--- config.mk ---
export PLATFORM = sky130hd
export DESIGN_NAME = dsw_encoder
export DESIGN_NICKNAME = d
export VERILOG_FILES = /design/src/verilog/dsw_pkg.sv /design/src/verilog/dsw_hyst.sv /design/src/verilog/dsw_encoder.sv
export SDC_FILE = /design/constraint.sdc
export NUM_CORES = 1
export LEC_CHECK = 0
export ABC_CLOCK_PERIOD_IN_PS = 7350
export BUFFER_PORTS_ARGS = -buffer_cell sky130_fd_sc_hd__clkbuf_2
export CAP_MARGIN = 20
export CORE_UTILIZATION = 54
export CTS_CLUSTER_DIAMETER = 60
export CTS_CLUSTER_SIZE = 14
export DETAILED_ROUTE_END_ITERATION = 10
export PLACE_DENSITY = 0.88
export SLEW_MARGIN = 5
export SYNTH_ARGS = -nofsm -noshare
export SYNTH_HDL_FRONTEND = slang
export SYNTH_SLANG_ARGS = --single-unit
--- constraint.sdc ---
create_clock -name clk_sys -period 7.35 [get_ports clk_sys]
set_input_delay 1.1025 -clock clk_sys [delete_from_list [all_inputs] [get_ports clk_sys]]
set_output_delay 1.1025 -clock clk_sys [all_outputs]
set_load 0.005 [all_outputs]
--- src/verilog/dsw_pkg.sv ---
// Purpose: Shared constants and types for the drive status word encoder
// Assumes: Status and command words are 16 bits wide
// Notes:   Bit positions are fixed by the drive profile
package dsw_pkg;
    // Status word bit positions
    localparam int unsigned STAT_RDY_ON    = 0;
    localparam int unsigned STAT_RDY_RUN   = 1;
    localparam int unsigned STAT_RDY_REF   = 2;
    localparam int unsigned STAT_FAULT     = 3;
    localparam int unsigned STAT_COAST_IN  = 4;
    localparam int unsigned STAT_QUICK_IN  = 5;
    localparam int unsigned STAT_INHIBIT   = 6;
    localparam int unsigned STAT_ALARM     = 7;
    localparam int unsigned STAT_AT_REF    = 8;
    localparam int unsigned STAT_REMOTE    = 9;
    localparam int unsigned STAT_SUP_HIGH  = 10;
    localparam int unsigned STAT_EXT_SITE  = 11;
    localparam int unsigned STAT_RUN_PERM  = 12;

    // Command word bit positions
    localparam int unsigned CMD_RAMP_STOP_N  = 0;
    localparam int unsigned CMD_COAST_STOP_N = 1;
    localparam int unsigned CMD_QUICK_STOP_N = 2;
    localparam int unsigned CMD_ENABLE_OP    = 3;
    localparam int unsigned CMD_FAULT_RESET  = 7;
    localparam int unsigned CMD_EXT_SITE     = 11;

    // Values after reset
    localparam logic [15:0] STAT_RESET_VALUE = 16'h0040;
    localparam logic        SUP_RESET_VALUE  = 1'b0;

    // Start-stop states
    typedef enum logic [2:0] {
        DSW_ST_INHIBIT   = 3'b000,
        DSW_ST_READY_ON  = 3'b001,
        DSW_ST_READY_RUN = 3'b010,
        DSW_ST_ENABLED   = 3'b011,
        DSW_ST_FAULT     = 3'b100
    } dsw_state_t;
endpackage : dsw_pkg

--- src/verilog/dsw_hyst.sv ---
// Purpose: Limit supervision with hysteresis between a low and high limit
// Assumes: Unsigned values, low limit not above high limit
// Notes:   Flag is registered, one cycle behind its inputs
`timescale 1ns/100ps
module dsw_hyst #(
    parameter int unsigned W = 16
) (
    input  wire logic         clk_sys,
    input  wire logic         sys_rst,
    input  wire logic [W-1:0] value,
    input  wire logic [W-1:0] limit_high,
    input  wire logic [W-1:0] limit_low,
    output logic              above_flag
);
    typedef struct packed {
        logic above;
    } dsw_hyst_state_t;

    dsw_hyst_state_t s_q;
    dsw_hyst_state_t s_d;

    // Set at or above high, clear below low, else hold
    always_comb begin
        s_d = s_q;
        if (value >= limit_high) begin
            s_d.above = 1'b1;
        end else if (value < limit_low) begin
            s_d.above = 1'b0;
        end
    end

    always_ff @(posedge clk_sys) begin
        if (sys_rst) begin
            s_q.above <= dsw_pkg::SUP_RESET_VALUE;
        end else begin
            s_q <= s_d;
        end
    end

    assign above_flag = s_q.above;
endmodule // dsw_hyst

--- src/verilog/dsw_encoder.sv ---
// Purpose: Builds the drive status word from the start-stop state and monitors
// Assumes: Command word and monitor inputs synchronous to clk_sys
// Notes:   Status word is registered and read only by the master
`timescale 1ns/100ps
module dsw_encoder #(
    parameter int unsigned VW = 16
) (
    input  wire logic          clk_sys,
    input  wire logic          sys_rst,
    input  wire logic [15:0]   master_command_word,
    input  wire logic          fault_event,
    input  wire logic          alarm_present,
    input  wire logic          remote_control,
    input  wire logic          external_run_permit,
    input  wire logic [VW-1:0] actual_value,
    input  wire logic [VW-1:0] reference_value,
    input  wire logic [VW-1:0] reference_tolerance,
    input  wire logic [VW-1:0] supervised_value,
    input  wire logic [VW-1:0] supervision_high,
    input  wire logic [VW-1:0] supervision_low,
    output logic [15:0]        drive_state_word
);
    typedef struct packed {
        dsw_pkg::dsw_state_t state;
        logic                reset_bit;
        logic [15:0]         word;
    } dsw_enc_state_t;

    dsw_enc_state_t s_q;
    dsw_enc_state_t s_d;
    logic           supervision_high_flag;
    logic           ramp_stop_command;
    logic           coast_stop_command;
    logic           quick_stop_command;
    logic           enable_op;
    logic           reset_rise;
    logic           reference_reached_flag;
    logic [VW-1:0]  value_diff;

    // True when the state sets the given readiness level
    function automatic logic at_least(input dsw_pkg::dsw_state_t st, input dsw_pkg::dsw_state_t lvl);
        at_least = (st != dsw_pkg::DSW_ST_FAULT) && (st >= lvl);
    endfunction

    // Stop commands are active low in the command word
    assign ramp_stop_command  = !master_command_word[dsw_pkg::CMD_RAMP_STOP_N];
    assign coast_stop_command = !master_command_word[dsw_pkg::CMD_COAST_STOP_N];
    assign quick_stop_command = !master_command_word[dsw_pkg::CMD_QUICK_STOP_N];
    assign enable_op          = master_command_word[dsw_pkg::CMD_ENABLE_OP];
    assign reset_rise         = master_command_word[dsw_pkg::CMD_FAULT_RESET] && !s_q.reset_bit;

    // Absolute difference avoids signed wrap on the tolerance test
    assign value_diff = (actual_value >= reference_value) ? (actual_value - reference_value)
                                                          : (reference_value - actual_value);
    assign reference_reached_flag = (value_diff <= reference_tolerance);

    dsw_hyst #(
        .W (VW)
    ) u_hyst (
        .clk_sys    (clk_sys),
        .sys_rst    (sys_rst),
        .value      (supervised_value),
        .limit_high (supervision_high),
        .limit_low  (supervision_low),
        .above_flag (supervision_high_flag)
    );

    // Start-stop state machine and word assembly
    always_comb begin
        s_d           = s_q;
        s_d.reset_bit = master_command_word[dsw_pkg::CMD_FAULT_RESET];
        case (s_q.state)
            dsw_pkg::DSW_ST_INHIBIT: begin
                // Leaving inhibit needs ramp stop asserted, others released
                if (ramp_stop_command && !coast_stop_command && !quick_stop_command) begin
                    s_d.state = dsw_pkg::DSW_ST_READY_ON;
                end
            end
            dsw_pkg::DSW_ST_READY_ON: begin
                if (coast_stop_command || quick_stop_command) begin
                    s_d.state = dsw_pkg::DSW_ST_INHIBIT;
                end else if (!ramp_stop_command) begin
                    s_d.state = dsw_pkg::DSW_ST_READY_RUN;
                end
            end
            dsw_pkg::DSW_ST_READY_RUN: begin
                if (coast_stop_command || quick_stop_command) begin
                    s_d.state = dsw_pkg::DSW_ST_INHIBIT;
                end else if (ramp_stop_command) begin
                    s_d.state = dsw_pkg::DSW_ST_READY_ON;
                end else if (enable_op && external_run_permit) begin
                    s_d.state = dsw_pkg::DSW_ST_ENABLED;
                end
            end
            dsw_pkg::DSW_ST_ENABLED: begin
                if (coast_stop_command || quick_stop_command) begin
                    s_d.state = dsw_pkg::DSW_ST_INHIBIT;
                end else if (ramp_stop_command) begin
                    s_d.state = dsw_pkg::DSW_ST_READY_ON;
                end else if (!enable_op || !external_run_permit) begin
                    s_d.state = dsw_pkg::DSW_ST_READY_RUN;
                end
            end
            dsw_pkg::DSW_ST_FAULT: begin
                if (reset_rise) begin
                    s_d.state = dsw_pkg::DSW_ST_INHIBIT;
                end
            end
            default: begin
                s_d.state = dsw_pkg::DSW_ST_INHIBIT;
            end
        endcase
        // A new fault beats a reset edge in the same cycle
        if (fault_event) begin
            s_d.state = dsw_pkg::DSW_ST_FAULT;
        end

        // Word built from next state so it matches s_q.state
        s_d.word                        = 16'h0000;
        s_d.word[dsw_pkg::STAT_RDY_ON]    = at_least(s_d.state, dsw_pkg::DSW_ST_READY_ON);
        s_d.word[dsw_pkg::STAT_RDY_RUN]   = at_least(s_d.state, dsw_pkg::DSW_ST_READY_RUN);
        s_d.word[dsw_pkg::STAT_RDY_REF]   = at_least(s_d.state, dsw_pkg::DSW_ST_ENABLED);
        s_d.word[dsw_pkg::STAT_FAULT]     = (s_d.state == dsw_pkg::DSW_ST_FAULT);
        s_d.word[dsw_pkg::STAT_COAST_IN]  = !coast_stop_command;
        s_d.word[dsw_pkg::STAT_QUICK_IN]  = !quick_stop_command;
        s_d.word[dsw_pkg::STAT_INHIBIT]   = (s_d.state == dsw_pkg::DSW_ST_INHIBIT);
        s_d.word[dsw_pkg::STAT_ALARM]     = alarm_present;
        s_d.word[dsw_pkg::STAT_AT_REF]    = reference_reached_flag;
        s_d.word[dsw_pkg::STAT_REMOTE]    = remote_control;
        s_d.word[dsw_pkg::STAT_SUP_HIGH]  = supervision_high_flag;
        s_d.word[dsw_pkg::STAT_EXT_SITE]  = master_command_word[dsw_pkg::CMD_EXT_SITE];
        s_d.word[dsw_pkg::STAT_RUN_PERM]  = external_run_permit;
    end

    // Single register stage for all state
    always_ff @(posedge clk_sys) begin
        if (sys_rst) begin
            s_q.state     <= dsw_pkg::DSW_ST_INHIBIT;
            s_q.reset_bit <= 1'b1;
            s_q.word      <= dsw_pkg::STAT_RESET_VALUE;
        end else begin
            s_q <= s_d;
        end
    end

    // Output straight from the flop; no write path exists
    assign drive_state_word = s_q.word;
endmodule // dsw_encoder

# Word-level counts from Yosys, hierarchy flattened
# Index checks and enable logic that the tools add are counted.
# Widths: inputs -> output; s select.
totals:
  wordCells: 53
  reg_bits: 21
  input_bits: 118
  out_inout_bits: 16
op_classes:
  muxes: 15
  n_eq_ne: 6
  n_lt_le_gt_ge: 7
  add_sub_neg: 2
  n_reduce_logical: 18
op_table:
  columns: ["cell", "count"]
  rows:
  - ["$mux 3", 11]
  - ["$ge 16x16->1", 2]
  - ["$sub 16x16->16", 2]
  - ["$le 16x16->1", 1]
  - ["$lt 16x16->1", 1]
  - ["$mux 16", 1]
  - ["$pmux 3 s5", 1]
  - ["$logic_and 1x1->1", 7]
  - ["$eq 3x2->1 const B", 2]
  - ["$eq 3x3->1 const B", 2]
  - ["$ge 3x2->1 const B", 2]
  - ["$logic_not 1->1", 6]
  - ["$logic_not 3->1", 2]
  - ["$eq 3x1->1 const B", 1]
  - ["$ge 3x1->1 const B", 1]
  - ["$ne 3x3->1 const B", 1]
  - ["$logic_or 1x1->1", 2]
  - ["$mux 1", 2]
  - ["$reduce_bool 2->1", 1]

# Longest topological paths before layout
# Gate-level depths: netlist of run 1.
logic_depth:
  word_depth: 9
  depth_mapped: 21
  ltp_nobuf: 19

# Hierarchy
# A second synthesis of run 1 with hierarchy kept.
unflattened:
  cells_unflattened: 435
  hier_area_um2: 3323.2
modules_own_cells:
  columns: ["mod", "area_per_inst_um2", "instances", "cells_per_inst", "seq_area_each_um2"]
  rows:
  - ["dsw_encoder", 2512.4, 1, 331, 340.3]
  - ["dsw_hyst", 810.8, 1, 104, 20.0]

# Worst setup path after synthesis of run 1
# Ideal clock, no wire load.
synth_path:
  path_kind: "input-to-reg"
  start: "input actual_value[12]"
  end: "register s_q, in the netlist drive_state_word[8]"
  arrival_ps: 4122
  slack_ps: 3157
  n_path_buf: 3
  setup_time_ps: 70
  stages: 18
  required_ps: 7280
  cell_sequence: "inv_1 > ha_1 > buf_2 > nand2_2 > or3_1 > o21bai_1 > a31oi_2 > buf_6 > buf_8 > mux2_1 > ha_1 > nor2b_1 > o211ai_1 > a21oi_1 > a211oi_1 > o21ai_0 > a21o_1 > a21oi_1"
synth_between:
  elab_chain_cells: 3
  word_cells_on_any_way: 5
  classes_between: "add/sub (2); order compare (2); mux (1)"
synth_rtl:
  columns: ["item", "line", "source"]
  rows:
  - ["from (decl)", "dsw_encoder.sv:15", "input wire logic [VW-1:0] actual_value,"]
  - ["$sub 16x16->16, or another cell as far along", "dsw_encoder.sv:54", ": (reference_value - actual_value);"]
  - ["$mux 16 (*)", "dsw_encoder.sv:53", "assign value_diff = (actual_value >= reference_value) ? (actual_value - reference_value)"]
  - ["$le 16x16->1 (*)", "dsw_encoder.sv:55", "assign reference_reached_flag = (value_diff <= reference_tolerance);"]
  - ["to (decl)", "dsw_encoder.sv:29", "dsw_enc_state_t s_q;"]
# Every way passes the cells marked *; elsewhere a longest branch is shown, timed or not.
# A chain may end at the register's enable or synchronous reset.

# Worst setup path in the final report of run 1
layout_path:
  start: "input actual_value[11]"
  end: "register s_q, in the netlist drive_state_word[8]"
# The elaborated chain is that of the path after synthesis.

==> impl_table.tex, run 1 <==
\begin{tabular}{lr}
\hline
Metric & Value \\
\hline
\multicolumn{2}{l}{\textbf{Detailed routing}} \\
\quad Via count normalized by instance count & $\sim$5.5 \\
\quad First-pass detailed-route iteration total & 7 \\
\quad Remaining DRCs & 0 \\
\quad Average routed wire per standard cell & 12.7 um \\
\quad Final wirelength & between 7000 and 8000 um \\
\quad Vias & between 3000 and 4000 \\
\quad Residual antenna-violating net count after detailed routing & 0 \\
\quad Detailed Route Iter0 Violations & 160 \\
\multicolumn{2}{l}{\textbf{GRT}} \\
\quad Global-route wire length before repair & between 10000 and 15000 um \\
\quad Remaining global-route overflow & 0 \\
\quad Global Route Usage Sum & 0.241 \\
\quad Pin count of the biggest net entering global routing & 15 \\
\quad Number of global-route vias before repair & 3155 \\
\quad Number of antenna violations at the first check in global routing & 0 \\
\multicolumn{2}{l}{\textbf{Floorplan}} \\
\quad Horizontal die dimension & 81.0 um \\
\quad Height of the die & 81.0 um \\
\quad Area of the placeable core & around 6000 sq um \\
\quad Die area & between 6000 and 7000 sq um \\
\quad Row cnt & 28 \\
\quad I/O Pins & 134 \\
\quad Starting utilization of the core area & 0.566 \\
\multicolumn{2}{l}{\textbf{Logic synthesis}} \\
\quad Number of enable-type register cells in the synthesized netlist & 0 \\
\quad Async S/R FF share, synth & 0 \\
\quad List of most frequent post-synthesis cells & sky130\_fd\_sc\_hd\_\_inv\_1, sky130\_fd\_sc\_hd\_\_ha\_1, sky130\_fd\_sc\_hd\_\_a21oi\_1 \\
\quad Sequential cell area fraction in the yosys report & 0.107 \\
\quad Ranking of synthesized cells by area & sky130\_fd\_sc\_hd\_\_ha\_1, sky130\_fd\_sc\_hd\_\_dfxtp\_1, sky130\_fd\_sc\_hd\_\_inv\_1 \\
\quad Netlist area before placement & 3370 sq um \\
\quad Post-synth top flop & sky130\_fd\_sc\_hd\_\_dfxtp\_1 \\
\quad Library cell occupying the most area in the post-synthesis netlist & sky130\_fd\_sc\_hd\_\_ha\_1 \\
\quad Post-synth top area share & 0.289 \\
\quad Post-Synthesis Cells & approximately 450 \\
\quad Synth warn & 0 \\
\quad Netlist cell types & 52 \\
\quad Flops \& latches, synth & 18 \\
\quad Most used standard cell by instance count after synthesis & sky130\_fd\_sc\_hd\_\_inv\_1 \\
\quad Post-synthesis average cell area & 7.48 sq um \\
\multicolumn{2}{l}{\textbf{Critical path}} \\
\quad Required arrival time at the worst endpoint & about 7.5 ns \\
\quad Worst-path maximum fanout & 14 \\
\quad Type of element capturing the critical path & flop \\
\quad Type of origin of the critical path & input pin \\
\quad Arrival time at the worst endpoint & around 5.3 ns \\
\quad Type of the setup path with the least slack & in -> reg \\
\multicolumn{2}{l}{\textbf{Min path}} \\
\quad Classification of the worst-slack hold path & reg -> reg \\
\multicolumn{2}{l}{\textbf{Cells and area}} \\
\quad Sequential cell area in the final layout & roughly 360 sq um \\
\quad Antenna diode count & 0 \\
\quad Share of layout cells above drive strength 1 & 0.241 \\
\quad Final standard cell area without fillers & 3950 sq um \\
\quad Nets & 750 \\
\quad Fill cell instance count of the final layout & 545 \\
\quad Area of the multi-input gates & 2520 sq um \\
\quad Syn-to-layout area delta & 17.0\% \\
\multicolumn{2}{l}{\textbf{STA}} \\
\quad Shortest clock period the worst path allows after layout & 5.13 ns \\
\quad Clock Skew & 0.00439 ns \\
\quad Setup Viol. Count Final & 0 \\
\quad Final Hold Viols & 0 \\
\quad Fmax achieved & $\sim$0.19 GHz \\
\quad Final Max Tran Viols & 0 \\
\quad Crit share post-route & 0.698 \\
\quad Unrepaired setup endpoints after global routing & no \\
\quad Worst setup slack after layout & 2.22 ns \\
\quad Actual slew at the worst max-slew pin & roughly 0.56 ns \\
\quad Max-Slew Margin vs Limit & 0.629 \\
\quad Setup TNS & 0 ns \\
\multicolumn{2}{l}{\textbf{CTS}} \\
\quad Clock tree from TritonCTS & done \\
\quad Maximum number of buffers from clock root to sink & 2 \\
\quad Clock tree root driver cell & sky130\_fd\_sc\_hd\_\_clkbuf\_8 \\
\quad H-Tree Level Count & 1 \\
\quad Post-cts hold buffer count & 0 \\
\quad Buffers inserted by post-CTS timing repair & 0 \\
\quad Worst skew pair latency & 0.25 ns \\
\quad Post-CTS clock slew at the launch and capture registers of the worst setup and hold paths & 0.07 ns \\
\quad Inserted Clock Buffers & 3 \\
\quad Number of gates given a new drive strength after cts & 0 \\
\quad Sinks on Clock Net & 18 \\
\multicolumn{2}{l}{\textbf{Power and ir drop}} \\
\quad Switching share of power & 0.400 \\
\quad Share of total power in sequential cells & 0.224 \\
\quad Power per cell area & roughly 120 nW/um\^{}2 \\
\quad Post-route total power & 468 uW \\
\quad Clock power share & 0.165 \\
\quad VDD IR max & 0.0897 mV \\
\quad Gate power share & 0.610 \\
\quad Pint & around 280 uW \\
\quad Power dissipated by switching net loads & 187 uW \\
\quad Leak Pwr & about 0.0023 uW \\
\multicolumn{2}{l}{\textbf{Placed design}} \\
\quad IO Port Bufs & 120 \\
\quad Hpwl dp & 7160 um \\
\quad Setup slack after placement & 2.01 ns \\
\quad Instance area after placement & around 3900 sq um \\
\quad Routability-driven placement congestion ratio & 0.927 \\
\multicolumn{2}{l}{\textbf{Run status}} \\
\quad Status & finished, final reports clean \\
\multicolumn{2}{l}{\textbf{Run}} \\
\quad Number of max-cap violations & 0 \\
\hline
\end{tabular}
critical path, stage by stage:
cell and delay [ns]:
sky130_fd_sc_hd__clkbuf_2 0.09, sky130_fd_sc_hd__inv_1 0.04, sky130_fd_sc_hd__ha_1 0.52, sky130_fd_sc_hd__nand4_1 0.20, sky130_fd_sc_hd__or3_1 0.40, sky130_fd_sc_hd__o21bai_1 0.21
sky130_fd_sc_hd__a31oi_2 0.51, sky130_fd_sc_hd__buf_4 0.33, sky130_fd_sc_hd__mux2i_1 0.38, sky130_fd_sc_hd__a21oi_2 0.12, sky130_fd_sc_hd__xnor2_1 0.19, sky130_fd_sc_hd__ha_1 0.28
sky130_fd_sc_hd__a21oi_1 0.12, sky130_fd_sc_hd__o21ai_0 0.09, sky130_fd_sc_hd__a21o_1 0.18, sky130_fd_sc_hd__a21oi_1 0.14, sky130_fd_sc_hd__o21ai_0 0.13, sky130_fd_sc_hd__a21o_1 0.18
sky130_fd_sc_hd__a21oi_1 0.11
final timing paths:
kind | startpoint | to | slack, ns | cells after the start
min reg2reg | u_hyst.above_flag | drive_state_word[10] | 0.50 | 1
max | actual_value[11] | drive_state_word[8] | 2.22 | 19
min | u_hyst.above_flag | drive_state_word[10] | 0.50 | 1
max reg2reg | s_q[19] | drive_state_word[6] | 6.07 | 3
metrics by stage:
step | cells | utilization | hold slack, ns
global route | 626 | 0.663 | 0.515
floorplan | 453 | - | 0.446
CTS | 626 | 0.663 | 0.497
global placement | 622 | 0.653 | 0.462
detailed placement | 622 | 0.653 | 0.487
finish | 626 | 0.663 | 0.498
flip-flops by register name (all words and copies together), names as in the netlist:
signal and count:
drive_state_word 13, u_hyst.above_flag 1, s_q 4
cells by family (layout without fill, tap and decap cells):
logic type / after synthesis / after routing / share of synthesized area
flip-flops: 18 / 18 / 0.107
AND/OR/NAND/NOR: 91 / 91 / 0.138
adder cells (fa/ha/maj): 80 / 80 / 0.301
multiplexers: 10 / 10 / 0.0304
other: 1 / 3 / 0.00111
AO/OA/AOI/OAI: 127 / 127 / 0.237
buffers and inverters: 110 / 208 / 0.149
XOR/XNOR: 14 / 14 / 0.0364
cell usage in the layout, fill, tap and decap left out, drive strengths merged, types with 2 or more instances in the layout:
| cell | n |
|---|---|
| a211oi | 3 |
| a21boi | 3 |
| a21o | 14 |
| a21oi | 46 |
| a31oi | 7 |
| and2 | 2 |
| and3 | 2 |
| and3b | 2 |
| clkbuf | 124 |
| conb | 3 |
| dfxtp | 18 |
| fa | 2 |
| ha | 78 |
| inv | 83 |
| mux2 | 2 |
| mux2i | 8 |
| nand2 | 23 |
| nand2b | 8 |
| nand3 | 4 |
| nand4 | 10 |
| nor2 | 22 |
| nor2b | 12 |
| nor3 | 2 |
| o211ai | 5 |
| o21a | 4 |
| o21ai | 30 |
| o21bai | 4 |
| o221ai | 2 |
| xnor2 | 9 |
| xor2 | 5 |
layer usage:
metal | global-route usage | part of all wire
met5 | 0 | 0
met2 | 0.471 | 0.50
met4 | 0.0286 | 0.011
met1 | 0.287 | 0.41
met3 | 0.0225 | 0.072
power by group through the flow:
stage | combinational [uW] | sequential [uW] | clock, uW
6_report | 286 | 105 | 77.4
5_1_grt | 322 | 106 | 82.3
4_1_cts | 284 | 105 | 78.4
3_5_place_dp | 282 | 107 | 0
3_3_place_gp | 268 | 107 | 0
2_1_floorplan | 207 | 107 | 0
layout make-up:
type,count,area share
Multi-Input combinational cell,325,0.638
Inverter,83,0.0789
Clock buffer,4,0.0140
Tap cell,75,0.0238
Timing Repair Buffer,121,0.154
Sequential cell,18,0.0913
Note: power is estimated with default switching activity, not from simulation.
==> inputs of run 2 (changes only) <==
--- a/config.mk
+++ b/config.mk
@@ -5,14 +5,14 @@
 export SDC_FILE = /design/constraint.sdc
 export NUM_CORES = 1
 export LEC_CHECK = 0
-export ABC_CLOCK_PERIOD_IN_PS = 7350
+export ABC_CLOCK_PERIOD_IN_PS = 4900
 export BUFFER_PORTS_ARGS = -buffer_cell sky130_fd_sc_hd__clkbuf_2
 export CAP_MARGIN = 20
-export CORE_UTILIZATION = 54
+export CORE_UTILIZATION = 51
 export CTS_CLUSTER_DIAMETER = 60
 export CTS_CLUSTER_SIZE = 14
 export DETAILED_ROUTE_END_ITERATION = 10
-export PLACE_DENSITY = 0.88
+export PLACE_DENSITY = 0.83
 export SLEW_MARGIN = 5
 export SYNTH_ARGS = -nofsm -noshare
 export SYNTH_HDL_FRONTEND = slang
==> constraint.sdc (replaced) <==
create_clock -name clk_sys -period 4.9 [get_ports clk_sys]
set_input_delay 0.735 -clock clk_sys [delete_from_list [all_inputs] [get_ports clk_sys]]
set_output_delay 0.735 -clock clk_sys [all_outputs]
set_load 0.005 [all_outputs]
==> impl_table.tex, run 2 (same netlist as run 1, synthesis figures left out) <==
\begin{tabular}{lr}
\hline
Metric & Value \\
\hline
\multicolumn{2}{l}{\textbf{Run status}} \\
\quad Status & finished, final reports clean \\
\multicolumn{2}{l}{\textbf{Detailed routing}} \\
\quad Vias & approximately 3300 \\
\quad Final wirelength & 7830 um \\
\quad Residual antenna-violating net count after detailed routing & 0 \\
\quad Average routed wire per standard cell & 12.4 um \\
\quad First-pass detailed-route iteration total & 4 \\
\quad Via count normalized by instance count & 5.27 \\
\quad Remaining DRCs & 0 \\
\quad Detailed Route Iter0 Violations & about 140 \\
\multicolumn{2}{l}{\textbf{CTS}} \\
\quad Inserted Clock Buffers & 3 \\
\quad Worst skew pair latency & roughly 0.25 ns \\
\quad Sinks on Clock Net & 18 \\
\quad Clock tree from TritonCTS & done \\
\quad H-Tree Level Count & 1 \\
\quad Post-CTS clock slew at the launch and capture registers of the worst setup and hold paths & 0.07 ns \\
\quad Maximum number of buffers from clock root to sink & 2 \\
\quad Number of gates given a new drive strength after cts & 0 \\
\quad Post-cts hold buffer count & 0 \\
\quad Buffers inserted by post-CTS timing repair & 0 \\
\quad Clock tree root driver cell & sky130\_fd\_sc\_hd\_\_clkbuf\_8 \\
\multicolumn{2}{l}{\textbf{Cells and area}} \\
\quad Most common library cell in the layout ignoring fill and taps & sky130\_fd\_sc\_hd\_\_clkbuf\_2 \\
\quad Nets & 752 \\
\quad Sequential cell area in the final layout & 360 sq um \\
\quad Area of the multi-input gates & 2520 sq um \\
\quad Number of flip-flops in the largest register & 13 \\
\quad Share of layout cells above drive strength 1 & 0.244 \\
\quad Antenna diode count & 0 \\
\quad Final cell utilization of the core & 0.624 \\
\quad Syn-to-layout area delta & 17.5\% \\
\quad Most frequent cells in the layout & sky130\_fd\_sc\_hd\_\_clkbuf\_2, sky130\_fd\_sc\_hd\_\_inv\_1, sky130\_fd\_sc\_hd\_\_ha\_1 \\
\quad Fill cell instance count of the final layout & approximately 610 \\
\multicolumn{2}{l}{\textbf{Placed design}} \\
\quad Routability-driven placement congestion ratio & slightly above 0.9 \\
\quad Hpwl dp & 6980 um \\
\quad IO Port Bufs & 120 \\
\multicolumn{2}{l}{\textbf{Power and ir drop}} \\
\quad Power per cell area & 177 nW/um\^{}2 \\
\quad Gate power share & 0.608 \\
\quad Power dissipated by switching net loads & about 280 uW \\
\quad Clock power share & 0.167 \\
\quad VDD IR max & roughly 0.25 mV \\
\quad Switching share of power & 0.397 \\
\quad Pint & 423 uW \\
\quad Share of total power in sequential cells & 0.225 \\
\quad Leak Pwr & between 0.002 and 0.0025 uW \\
\multicolumn{2}{l}{\textbf{Critical path}} \\
\quad Max incr delay on CP & 0.45 ns \\
\quad Type of origin of the critical path & input pin \\
\quad Count of cells along the worst register-to-register path & 3 \\
\quad Cells traversed along the worst timing path & clkbuf\_2 > inv\_1 > ha\_1 > nand4\_1 > or3\_1 > o21bai\_1 > a31oi\_2 > buf\_4 > a211oi\_1 > a21oi\_1 > xor2\_1 > ha\_1 > a21oi\_1 > o21ai\_0 > a21o\_1 > a21oi\_1 > o21ai\_0 > a21o\_1 > a21oi\_1 \\
\quad Type of the setup path with the least slack & in -> reg \\
\quad R2R Path Start & s\_q[19] \\
\quad Arrival time at the worst endpoint & 4.38 ns \\
\quad Buffers and inverters on the worst path & 3 \\
\quad Kind of cell adding the most delay to the critical path & compound AO/OA/AOI/OAI gates \\
\quad Worst flop-to-flop path endpoint & drive\_state\_word[6] \\
\quad Required arrival time at the worst endpoint & 5.08 ns \\
\quad Type of element capturing the critical path & flop \\
\quad Register-to-register setup slack & 3.69 ns \\
\quad Master of the slowest instance on the critical path & sky130\_fd\_sc\_hd\_\_ha\_1 \\
\quad Worst-path maximum fanout & 13 \\
\quad Crit-path most repeated cell & sky130\_fd\_sc\_hd\_\_a21oi\_1 \\
\multicolumn{2}{l}{\textbf{Floorplan}} \\
\quad Area of the placeable core & 6350 sq um \\
\quad Height of the die & $\sim$83 um \\
\quad I/O Pins & approximately 130 \\
\quad Starting utilization of the core area & 0.531 \\
\quad Row cnt & 29 \\
\quad Horizontal die dimension & 83.3 um \\
\quad Die area & just under 7000 sq um \\
\multicolumn{2}{l}{\textbf{GRT}} \\
\quad Remaining global-route overflow & 0 \\
\quad Global-route wire length before repair & 13300 um \\
\quad Number of global-route vias before repair & 3132 \\
\quad Number of antenna violations at the first check in global routing & 0 \\
\quad Global Route Usage Sum & 0.225 \\
\quad Pin count of the biggest net entering global routing & 14 \\
\multicolumn{2}{l}{\textbf{STA}} \\
\quad Setup TNS & 0 ns \\
\quad Setup Viol. Count Final & 0 \\
\quad Final Hold Viols & 0 \\
\quad Final Max Tran Viols & 0 \\
\quad Shortest clock period the worst path allows after layout & 4.20 ns \\
\quad Crit share post-route & 0.856 \\
\quad Fmax achieved & 0.238 GHz \\
\quad Unrepaired setup endpoints after global routing & no \\
\quad Clock Skew & 0.00607 ns \\
\multicolumn{2}{l}{\textbf{Min path}} \\
\quad Endpoint of the worst hold-timing path & drive\_state\_word[10] \\
\quad Classification of the worst-slack hold path & reg -> reg \\
\quad Worst Hold Launch & u\_hyst.above\_flag \\
\quad Cell count of the worst hold path & 1 \\
\multicolumn{2}{l}{\textbf{Run}} \\
\quad Number of max-cap violations & 0 \\
\hline
\end{tabular}
## run 2: changes by cell type in the layout (fill, tap and decap cells not counted), sizes merged
cell	before	now
buf	1	3
## run 2: how the worst max path moves through the flow
| stage | startpoint | to | slack (ns) | cells after the start |
|---|---|---|---|---|
| floorplan | actual_value[12] | drive_state_word[8] | 1.07 | 18 |
| global placement | actual_value[10] | drive_state_word[8] | 0.58 | 19 |
| detailed placement | actual_value[10] | drive_state_word[8] | 0.51 | 19 |
| CTS | actual_value[10] | drive_state_word[8] | 0.76 | 19 |
| global route | actual_value[10] | drive_state_word[8] | 0.40 | 19 |
| finish | actual_value[10] | drive_state_word[8] | 0.70 | 19 |
## run 2: stage by stage
step	power (uW)	instance area (sq um)	worst slack, ns	hold slack, ns	std cells
after floorplan	471	3380	1.07	0.446	453
after global placement	570	3910	0.584	0.463	626
after detailed placement	585	3910	0.507	0.467	626
after CTS	707	3960	0.763	0.477	630
after global routing	769	3960	0.404	0.500	630
final	701	3960	0.704	0.477	630
## run 2: cell type report
cell class	instances	share of cell area
multi-input cells	325	0.635
well taps	77	0.0243
repair buffers	123	0.157
flip-flops and latches	18	0.0909
clock buffers	4	0.0139
inverters	83	0.0786
## run 2: per-layer routing
layer | GRT usage | wire, um | part of all wire | up-vias
met1 | 0.292 | 3510 | 0.45 | 1471
met3 | 0.0328 | 488 | 0.062 | 10
met5 | 0 | 0 | 0 | -
met2 | 0.404 | 3760 | 0.48 | 114
met4 | 0.0282 | 71 | 0.0091 | 0
li1 | - | - | - | 1726
## run 2: power by group through the flow
stage | Combinational, uW | Clock [uW] | Sequential [uW]
floorplan | 311 | 0 | 160
global placement | 410 | 0 | 161
detailed placement | 424 | 0 | 161
CTS | 428 | 121 | 158
global route | 484 | 127 | 158
finish | 427 | 117 | 158
